**config.mk**
```make
export PLATFORM = sky130hd
export DESIGN_NAME = dma_chan_ctrl
export DESIGN_NICKNAME = d
export VERILOG_FILES = /design/src/dma_chan_pkg.sv /design/src/dma_chan_ctrl.sv
export SDC_FILE = /design/constraint.sdc
export NUM_CORES = 1
export LEC_CHECK = 0
export BUFFER_PORTS_ARGS = -buffer_cell sky130_fd_sc_hd__buf_2
export CORE_ASPECT_RATIO = 0.75
export CORE_MARGIN = 4
export CORE_UTILIZATION = 49
export CTS_CLUSTER_SIZE = 40
export DETAILED_ROUTE_END_ITERATION = 12
export PLACE_DENSITY_LB_ADDON = 0.15
export SETUP_SLACK_MARGIN = 0.1
export SLEW_MARGIN = 5
export SYNTH_ARGS = -nofsm -noshare
export SYNTH_HDL_FRONTEND = slang
export SYNTH_SLANG_ARGS = --single-unit
```
**constraint.sdc**
```tcl
create_clock -name pclk -period 2.9 [get_ports pclk]
set_input_delay 0.145 -clock pclk [delete_from_list [all_inputs] [get_ports pclk]]
set_output_delay 0.145 -clock pclk [all_outputs]
set_load 0.01 [all_outputs]
```
**src/dma_chan_pkg.sv**
```systemverilog
// shared constants and types for the dma channel control and event block
package dma_chan_pkg;
    localparam logic [11:0] off_ctrl      = 12'h000;
    localparam logic [11:0] off_econ      = 12'h004;
    localparam logic [11:0] off_status    = 12'h008;
    localparam logic [11:0] off_mask      = 12'h00c;
    localparam int          bit_chain_dir = 8;
    localparam int          bit_chan_on   = 7;
    localparam int          bit_accept    = 6;
    localparam int          bit_chain_ok  = 5;
    localparam int          bit_rearm     = 4;
    localparam int          bit_ext_addr  = 3;
    localparam int          bit_ev_seen   = 2;
    localparam int          bit_force     = 7;
    localparam int          bit_abort     = 6;
    localparam int          bit_pat_en    = 5;
    localparam int          bit_start_en  = 4;
    localparam int          bit_abort_en  = 3;
    localparam logic [7:0]  irq_num_reset = 8'hff;
    localparam int          lsb_abort_irq = 16;
    localparam int          lsb_start_irq = 8;
    localparam int          n_irq         = 256;
    // status bits: 0 start taken, 1 abort taken, 2 abort taken from a pending irq event, 3 chain enable
    localparam int          n_stat        = 4;

    typedef struct packed {
        logic chain_dir;
        logic chan_on;
        logic accept;
        logic chain_ok;
        logic rearm;
        logic ext_addr;
    } ctrl_s;

    typedef struct packed {
        logic [7:0] abort_irq;
        logic [7:0] start_irq;
        logic       pat_en;
        logic       start_en;
        logic       abort_en;
    } econ_s;
endpackage

```
**src/dma_chan_ctrl.sv**
```systemverilog
// dma channel control, chaining and irq-triggered start/abort events
//
// Functional notes
// - unused control bits read as zero
// - direction bit picks lower or higher neighbour
// - direction bit matters only when chaining
// - channel on bit enables the channel
// - accept events while off, else ignore
// - chain allow enables on neighbour completion
// - without re-arm, completion clears channel on
// - extended addressing bit drives its output
// - event seen flag shows detected event
// - abort irq number selects abort, resets ones
// - start irq number selects start, resets ones
// - force bit starts transfer, reads zero
// - abort bit aborts transfer, reads zero
// - pattern match aborts and clears on
// - abort irq acts only when enabled
`timescale 1ns/1ps
module dma_chan_ctrl (
    input  wire logic         pclk,
    input  wire logic         presetn,
    input  wire logic         ce,
    input  wire logic         psel,
    input  wire logic         penable,
    input  wire logic         pwrite,
    input  wire logic [11:0]  paddr,
    input  wire logic [31:0]  pwdata,
    output logic      [31:0]  prdata,
    output logic              pready,
    output logic              pslverr,
    input  wire logic [255:0] irq_in,
    input  wire logic         lower_done,
    input  wire logic         higher_done,
    input  wire logic         block_done,
    input  wire logic         pattern_match,
    output logic              xfer_start,
    output logic              xfer_abort,
    output logic              chan_enabled,
    output logic              ext_addr,
    output logic              irq
);
    dma_chan_pkg::ctrl_s      ctrl_q;
    dma_chan_pkg::econ_s      econ_q;
    logic [dma_chan_pkg::n_stat-1:0] stat_q;
    logic [dma_chan_pkg::n_stat-1:0] mask_q;
    logic [255:0]             irq_s1_q;
    logic [255:0]             irq_s2_q;
    logic                     start_pend_q;
    logic                     abort_pend_q;
    logic                     ev_seen_q;
    logic                     wr;
    logic                     rd_ok;
    logic                     start_ev;
    logic                     abort_ev;
    logic                     chain_ev;
    logic                     accept_now;
    logic                     do_start;
    logic                     do_abort;
    logic                     pat_abort;
    logic [dma_chan_pkg::n_stat-1:0] stat_set;
    logic [31:0]              rd_val;

    function automatic logic known_addr(input logic [11:0] a);
        return (a == dma_chan_pkg::off_ctrl) || (a == dma_chan_pkg::off_econ) ||
               (a == dma_chan_pkg::off_status) || (a == dma_chan_pkg::off_mask);
    endfunction

    assign pready  = 1'b1;
    assign wr      = psel && penable && pwrite && ce;
    assign rd_ok   = known_addr(paddr);
    assign pslverr = psel && penable && !rd_ok;

    // irq lines come from other logic that may be unrelated in phase, so they are synchronised
    always_ff @(posedge pclk or negedge presetn) begin
        if (!presetn) begin
            irq_s1_q <= '0;
            irq_s2_q <= '0;
        end else if (ce) begin
            irq_s1_q <= irq_in;
            irq_s2_q <= irq_s1_q;
        end
    end

    assign start_ev   = econ_q.start_en && irq_s2_q[econ_q.start_irq];
    assign abort_ev   = econ_q.abort_en && irq_s2_q[econ_q.abort_irq];
    assign pat_abort  = econ_q.pat_en && pattern_match && ctrl_q.chan_on;
    assign chain_ev   = ctrl_q.chain_ok && (ctrl_q.chain_dir ? lower_done : higher_done);
    assign accept_now = ctrl_q.chan_on || ctrl_q.accept;

    // software force and abort bypass the accept gate, they are direct commands
    assign do_start = ctrl_q.chan_on && (start_pend_q ||
                      (wr && paddr == dma_chan_pkg::off_econ && pwdata[dma_chan_pkg::bit_force]));
    assign do_abort = ctrl_q.chan_on && (abort_pend_q ||
                      (wr && paddr == dma_chan_pkg::off_econ && pwdata[dma_chan_pkg::bit_abort]))
                      || pat_abort;

    // pending events; set beats the consume so nothing is lost
    always_ff @(posedge pclk or negedge presetn) begin
        if (!presetn) begin
            start_pend_q <= 1'b0;
            abort_pend_q <= 1'b0;
        end else if (ce) begin
            if (ctrl_q.chan_on) begin
                start_pend_q <= 1'b0;
                abort_pend_q <= 1'b0;
            end
            if (start_ev && accept_now)
                start_pend_q <= 1'b1;
            if (abort_ev && accept_now)
                abort_pend_q <= 1'b1;
        end
    end

    always_ff @(posedge pclk or negedge presetn) begin
        if (!presetn) begin
            ev_seen_q <= 1'b0;
        end else if (ce) begin
            if (do_start || do_abort)
                ev_seen_q <= 1'b0;
            if ((start_ev || abort_ev) && accept_now)
                ev_seen_q <= 1'b1;
        end
    end

    always_ff @(posedge pclk or negedge presetn) begin
        if (!presetn) begin
            ctrl_q <= '0;
        end else if (ce) begin
            if (wr && paddr == dma_chan_pkg::off_ctrl) begin
                ctrl_q.chain_dir <= pwdata[dma_chan_pkg::bit_chain_dir];
                ctrl_q.chan_on   <= pwdata[dma_chan_pkg::bit_chan_on];
                ctrl_q.accept    <= pwdata[dma_chan_pkg::bit_accept];
                ctrl_q.chain_ok  <= pwdata[dma_chan_pkg::bit_chain_ok];
                ctrl_q.rearm     <= pwdata[dma_chan_pkg::bit_rearm];
                ctrl_q.ext_addr  <= pwdata[dma_chan_pkg::bit_ext_addr];
            end
            if ((block_done && !ctrl_q.rearm) || pat_abort)
                ctrl_q.chan_on <= 1'b0;
            if (chain_ev)
                ctrl_q.chan_on <= 1'b1;
        end
    end

    always_ff @(posedge pclk or negedge presetn) begin
        if (!presetn) begin
            econ_q.abort_irq <= dma_chan_pkg::irq_num_reset;
            econ_q.start_irq <= dma_chan_pkg::irq_num_reset;
            econ_q.pat_en    <= 1'b0;
            econ_q.start_en  <= 1'b0;
            econ_q.abort_en  <= 1'b0;
        end else if (ce && wr && paddr == dma_chan_pkg::off_econ) begin
            econ_q.abort_irq <= pwdata[dma_chan_pkg::lsb_abort_irq +: 8];
            econ_q.start_irq <= pwdata[dma_chan_pkg::lsb_start_irq +: 8];
            econ_q.pat_en    <= pwdata[dma_chan_pkg::bit_pat_en];
            econ_q.start_en  <= pwdata[dma_chan_pkg::bit_start_en];
            econ_q.abort_en  <= pwdata[dma_chan_pkg::bit_abort_en];
        end
    end

    // chain enable is reported too, so software can tell a neighbour woke the channel
    assign stat_set = {chain_ev, do_abort && abort_pend_q, do_abort, do_start};

    // sticky status, write one to clear, a new event in the same cycle wins
    always_ff @(posedge pclk or negedge presetn) begin
        if (!presetn) begin
            stat_q <= '0;
            mask_q <= '0;
        end else if (ce) begin
            if (wr && paddr == dma_chan_pkg::off_mask)
                mask_q <= pwdata[dma_chan_pkg::n_stat-1:0];
            stat_q <= (stat_q & ~((wr && paddr == dma_chan_pkg::off_status) ?
                       pwdata[dma_chan_pkg::n_stat-1:0] : '0)) | stat_set;
        end
    end

    always_ff @(posedge pclk or negedge presetn) begin
        if (!presetn) begin
            xfer_start <= 1'b0;
            xfer_abort <= 1'b0;
        end else if (ce) begin
            xfer_start <= do_start && !do_abort;
            xfer_abort <= do_abort;
        end
    end

    assign chan_enabled = ctrl_q.chan_on;
    assign ext_addr     = ctrl_q.ext_addr;
    assign irq          = |(stat_q & mask_q);

    // read mux; write-only command bits and unmapped bits stay zero
    always_comb begin
        rd_val = 32'h0000_0000;
        unique case (paddr)
            dma_chan_pkg::off_ctrl: begin
                rd_val[dma_chan_pkg::bit_chain_dir] = ctrl_q.chain_dir;
                rd_val[dma_chan_pkg::bit_chan_on]   = ctrl_q.chan_on;
                rd_val[dma_chan_pkg::bit_accept]    = ctrl_q.accept;
                rd_val[dma_chan_pkg::bit_chain_ok]  = ctrl_q.chain_ok;
                rd_val[dma_chan_pkg::bit_rearm]     = ctrl_q.rearm;
                rd_val[dma_chan_pkg::bit_ext_addr]  = ctrl_q.ext_addr;
                rd_val[dma_chan_pkg::bit_ev_seen]   = ev_seen_q;
            end
            dma_chan_pkg::off_econ: begin
                rd_val[dma_chan_pkg::lsb_abort_irq +: 8] = econ_q.abort_irq;
                rd_val[dma_chan_pkg::lsb_start_irq +: 8] = econ_q.start_irq;
                rd_val[dma_chan_pkg::bit_pat_en]   = econ_q.pat_en;
                rd_val[dma_chan_pkg::bit_start_en] = econ_q.start_en;
                rd_val[dma_chan_pkg::bit_abort_en] = econ_q.abort_en;
            end
            dma_chan_pkg::off_status: rd_val[dma_chan_pkg::n_stat-1:0] = stat_q;
            dma_chan_pkg::off_mask:   rd_val[dma_chan_pkg::n_stat-1:0] = mask_q;
            default: rd_val = 32'h0000_0000;
        endcase
    end

    // read data is captured in the setup phase and stands through the access phase;
    // a register that changes during the access shows on the next read
    always_ff @(posedge pclk or negedge presetn) begin
        if (!presetn) begin
            prdata <= 32'h0000_0000;
        end else if (ce && psel && !penable) begin
            prdata <= rd_val;
        end
    end
endmodule

```
Word-level counts from Yosys, hierarchy flattened
Cells that the tools add are included.

word-level totals
  bits in registers = 574
  input port bits = 310
  output and inout port bits = 39

operators by class
  magnitude comparators = 2
  equal/unequal tests = 3
  multiplexer cells = 21
  bitwise gates (word level) = 4
  reductions and logical operators = 53

operators by type and width
  kind                                                 count
  logical AND 1 bit                                    27
  == test 12 x 4 -> 1 bit (second input constant)      2
  < comparator 8 x 9 -> 1 bit (second input constant)  2
  binary-select mux 1 bit (select 8 bit)               2
  two-way mux 15 bit                                   1
  == test 12 x 3 -> 1 bit (second input constant)      1
  zero test 12 bit                                     1
  AND reduction 2 bit                                  6
  logical OR 1 bit                                     10
  two-way mux 1 bit                                    10
  bitwise AND 4 bit                                    2
  one-hot mux 2 bit (2 select lines)                   2
  nonzero test 2 bit                                   3
  two-way mux 5 bit                                    1
  zero test 1 bit                                      4
  two-way mux 4 bit                                    1
  inverter 4 bit                                       1
  OR 4 bit                                             1
  one-hot mux 1 bit (4 select lines)                   1
  OR reduction 4 bit                                   1
  one-hot mux 1 bit (3 select lines)                   1
  nonzero test 3 bit                                   1
  two-way mux 2 bit                                    1
  one-hot mux 1 bit (2 select lines)                   1

Logic depth before layout (Yosys ltp)
  word-level depth = 11
  depth in mapped cells = 11
  depth with buffers taken out = 7

Least setup slack after synthesis
OpenSTA, ideal clock, no wires.

  path kind = flip-flop to flip-flop
  from = register econ_q[3] (netlist bit)
  to = register ev_seen_q
  arrival time = 2.363 ns
  path slack = 0.400 ns
  stages on the path, launching flop included = 11
  path buffers = 4
  clock period less this slack = 2.500 ns
  path through = dfstp_2 -> buf_6 -> buf_12 -> buf_8 -> buf_12 -> mux4_2 -> a221oi_2 -> o22ai_1 -> nor4_2 -> o32ai_1 -> nand4b_1

on the way
  cells in the longest elaborated chain, start to end = 7

RTL lines
  what                                       RTL line              text
  start: declaration                         dma_chan_ctrl.sv:44   dma_chan_pkg::econ_s econ_q;
  binary-select mux 1 bit (select 8 bit) *   dma_chan_ctrl.sv:85   assign start_ev = econ_q.start_en && irq_s2_q[econ_q.start_irq];
  two-way mux 1 bit (not written as such) *  dma_chan_ctrl.sv:85
  logical AND 1 bit *                        dma_chan_ctrl.sv:85
  logical OR 1 bit *                         dma_chan_ctrl.sv:121  if ((start_ev || abort_ev) && accept_now)
  logical AND 1 bit *                        dma_chan_ctrl.sv:121
  nonzero test 2 bit (no line)               n/a
  AND reduction 2 bit (no line)              n/a
  end signal: assignment                     dma_chan_ctrl.sv:117  ev_seen_q <= 1'b0;
  end signal: assignment                     dma_chan_ctrl.sv:120  ev_seen_q <= 1'b0;
  end signal: assignment                     dma_chan_ctrl.sv:122  ev_seen_q <= 1'b1;
  end: declaration                           dma_chan_ctrl.sv:51   logic ev_seen_q;

Every way passes the cells marked *; elsewhere a longest branch is shown, timed or not. The select of a mux whose other input is x is not followed.
A chain may end at the register's enable or synchronous reset.

Worst setup path in the final report
Same ends and word-level chain as after synthesis.

==> run_results.csv <==
group,metric,value,unit
status,status,"finished clean",
timing,min_period_over_period,97.0,%
clocking,cts_buffers,54,
global_routing,grt_pass1_wl,113,mm
timing,slew_headroom,20.0,%
pwr,p_int,14.5,mW
floorplan,core_area,52100,µm²
clocking,cts_buffer_depth,3,
global_routing,grt_max_degree,184,
drt,dr.pass1.iters,7,
place,place_inst,2735,
synth,synth_cells,1751,
worst_setup_path,slowest_delay,0.64,ns
worst_setup_path,path_common_cell,"buf_12",
floorplan,rows,72,
synth,synthTopCellsByCount,"dfrtp_1, mux2_2, mux4_2, clkbuf_1, nand2_1",
worst_setup_path,crit_fanout,12,
synth,synth_edf_count,0,
worst_setup_path,path_cells,"buf_12 -> buf_12 -> mux4_2 -> nor3_1 -> a2111oi_0 -> nor4_4 -> o32ai_2 -> nand4b_1",
clocking,clk_latency,0.60,ns
drt,viasPerCell,5.62,
timing,fin_skew,0.0139,ns
clocking,h-tree-depth,2,
worst_setup_path,start_kind,"flip-flop",
place,io_buffers,331,
drt,vias,17700,
drt,drc,0,
floorplan,die_area,57000,µm²
drt,wl_per_cell,23.2,µm
global_routing,grt_usage,25.6,%
global_routing,grt.met1_usage,36.5,%
place,place.gp.congestion,0.878,
pwr,ir_drop,0.416,mV
floorplan,start_util,50.1,%
worst_setup_path,critPathSlowestCell,"dfstp_4",
drt,ant_nets,0,
job,max-cap-violations,0,
synth,syn_avg_cell_area,14.9,µm²
pwr,p_leak,14.2,nW
worst_setup_path,cp.arrival,3.29,ns
pwr,clock_power_share,37.1,%
pwr,p_comb_share,12.8,%
pwr,p_sw_share,24.3,%
floorplan,ioPinCount,349,
synth,synth.largest_area_cell,"dfrtp_1",
worst_hold_path,worst_hold_path_type,"in2reg",
pwr,p_total,19.2,mW
synth,ys_warn_count,0,
synth,synth.distinct_cells,69,
place,dp_hpwl,49.5,mm
timing,setup_viol,0,
global_routing,grt-ovfl-total,0,
timing,worst_pin_slew,1.20,ns
timing,drv_slew,0,
pwr,power_switching,4.67,mW
global_routing,globalRoute.busiestLayer,"met2",
synth,ys.flop_type,"dfrtp_1",
global_routing,grt_use_met2,41.5,%
synth,netlist.area_leader.share,53.6,%
cells_and_area,fin_cells,3152,
drt,drt_iter0_drc,1288,
global_routing,grt_pass1_vias,18900,
cells_and_area,nets,2712,
clocking,cts_tree,"built",
floorplan,fp.dieW,274,µm
timing,period_needed,2.81,ns
drt,wirelength,73.1,mm
pwr,p_per_area,569,nW/µm²
global_routing,antenna_found_initial,3,
cells_and_area,syn2layout_area_growth,29.5,%
synth,ys_seq_area_share,55.2,%
synth,synthArstFlopShare,100,%
global_routing,grt_util_met3,4.65,%
cells_and_area,drive_gt1_share,47.9,%
synth,synth_most_common_cell,"dfrtp_1",
synth,synth.area.top_cells,"dfrtp_1, mux2_2, mux4_2",
worst_setup_path,cp.required,3.38,ns
synth,syn_area,26100,µm²
worst_setup_path,worst-setup-path-type,"reg2reg",
timing,fmax,0.355,GHz
floorplan,dieHeight,208,µm
timing,rsz0062_at_grt,"yes",
timing,hold_viol_final,0,
worst_setup_path,end_kind,"flip-flop",
clocking,cts-root-buf,"clkbuf_16",
clocking,numClockSinks,574,
clocking,clk_pin_slew,0.07,ns
synth,ys_ff_latch,574,
pwr,seqPwrFrac,50.1,%
==> cell type report <==
class,count,area (µm²)
multi-input combinational,1045,11100
antenna,2,5.00
inverter,11,41.3
clock inverter,17,175
tap,703,880
sequential,574,14400
fill,3816,18300
clock buffer,84,1610
timing repair buffer,716,5600
==> registers in the layout, summed over array words and instances, names as in the netlist <==
signal,count
irq_s1_q,256
irq_s2_q,256
prdata,24
econ_q,19
ctrl_q,4
mask_q,4
stat_q,4
abort_pend_q,1
chan_enabled,1
ev_seen_q,1
ext_addr,1
start_pend_q,1
xfer_abort,1
xfer_start,1
==> cell usage in the layout, fill, tap and decap left out, types with 5 or more instances in the layout <==
| cell | n |
|---|---|
| dfstp_2 | 14 |
| mux2i_1 | 73 |
| clkbuf_16 | 55 |
| dfrtp_1 | 558 |
| mux4_1 | 9 |
| a21oi_1 | 12 |
| clkbuf_8 | 12 |
| inv_1 | 11 |
| nand2_1 | 80 |
| buf_2 | 329 |
| nor2_1 | 14 |
| a211oi_1 | 5 |
| nor4_1 | 5 |
| mux4_2 | 82 |
| nor2b_1 | 7 |
| clkbuf_1 | 17 |
| buf_4 | 69 |
| clkinv_2 | 9 |
| conb_1 | 9 |
| nand3_1 | 9 |
| dlygate4sd3_1 | 293 |
| o221ai_1 | 27 |
| a22oi_1 | 10 |
| nand2b_1 | 10 |
| o21ai_0 | 41 |
| o22ai_1 | 17 |
| nor3_1 | 6 |
| buf_12 | 19 |
| mux2_2 | 546 |
==> kinds of logic after synthesis <==
| group | after synthesis | share of synthesized area (%) |
|---|---|---|
| multiplexers | 711 | 34.5 |
| flip-flops | 574 | 55.2 |
| AO/OA/AOI/OAI | 164 | 4.42 |
| AND/OR/NAND/NOR | 161 | 3.11 |
| buffers and inverters | 139 | 2.79 |
| other | 2 | 0.0288 |
==> power groups by stage <==
| stage | combinational [mW] | clock [mW] | sequential [mW] |
|---|---|---|---|
| CTS | 2.46 | 7.27 | 9.63 |
| finish | 2.47 | 7.13 | 9.63 |
| global route | 2.68 | 7.60 | 9.73 |
| floorplan | 1.48 | 0 | 9.41 |
| global placement | 2.07 | 0 | 9.74 |
| detailed placement | 2.13 | 0 | 9.77 |
==> per-layer routing <==
layer  vias to the layer above  routed length [µm]
met5                         -                  13
met2                       554               34700
li1                       7866                   -
met4                         2                1460
met3                        98                4880
met1                      9196               32000
==> timing repair <==
item | 4_1_cts | 5_1_grt
hold buffers | 293 | 0
resized for setup | 7 | 15
endpoints found under the hold margin | 554 | 0
cloned | 1 | 0
endpoints found under the setup margin | 3 | 3
buffers inserted | 7 | 13
pin swaps | 3 | 3
==> worst max-delay path, delay by kind of cell, from the launching register on <==
kind	cells	cell delay, ns
buffers and inverters	2	0.32
and+or+nand+nor	3	0.89
AOI/OAI and AO/OA	2	0.33
DFF	1	0.64
muxes	1	0.49
==> metrics by stage <==
step                      instance area (µm²)  setup slack (ns)  setup TNS, ns  hold WS (ns)  utilization (%)
after floorplan                         26100             0.400              0        -0.151                -
after global placement                  28700            -0.120         -0.300         0.136             55.2
after detailed placement                28700            -0.170         -0.371         0.136             55.2
after CTS                               33600             0.101              0        0.0147             64.5
after global routing                    33800            0.0447              0        0.0723             64.8
final                                   33800            0.0858              0        0.0422             64.8
==> worst paths after layout <==
kind / slack (ns) / start / cells past startpoint / end
min reg2reg: 0.47 / prdata[11] / 2 / prdata[11]
min: 0.04 / pattern_match / 4 / chan_enabled
max reg2reg: 0.09 / econ_q[3] / 8 / ev_seen_q
max: 0.09 / econ_q[3] / 8 / ev_seen_q
min in group asynchronous: 0.10 / presetn / 2 / irq_s1_q[12]
max in group asynchronous: 1.62 / presetn / 4 / irq_s1_q[146]
Power figures use the tool's default switching activity.
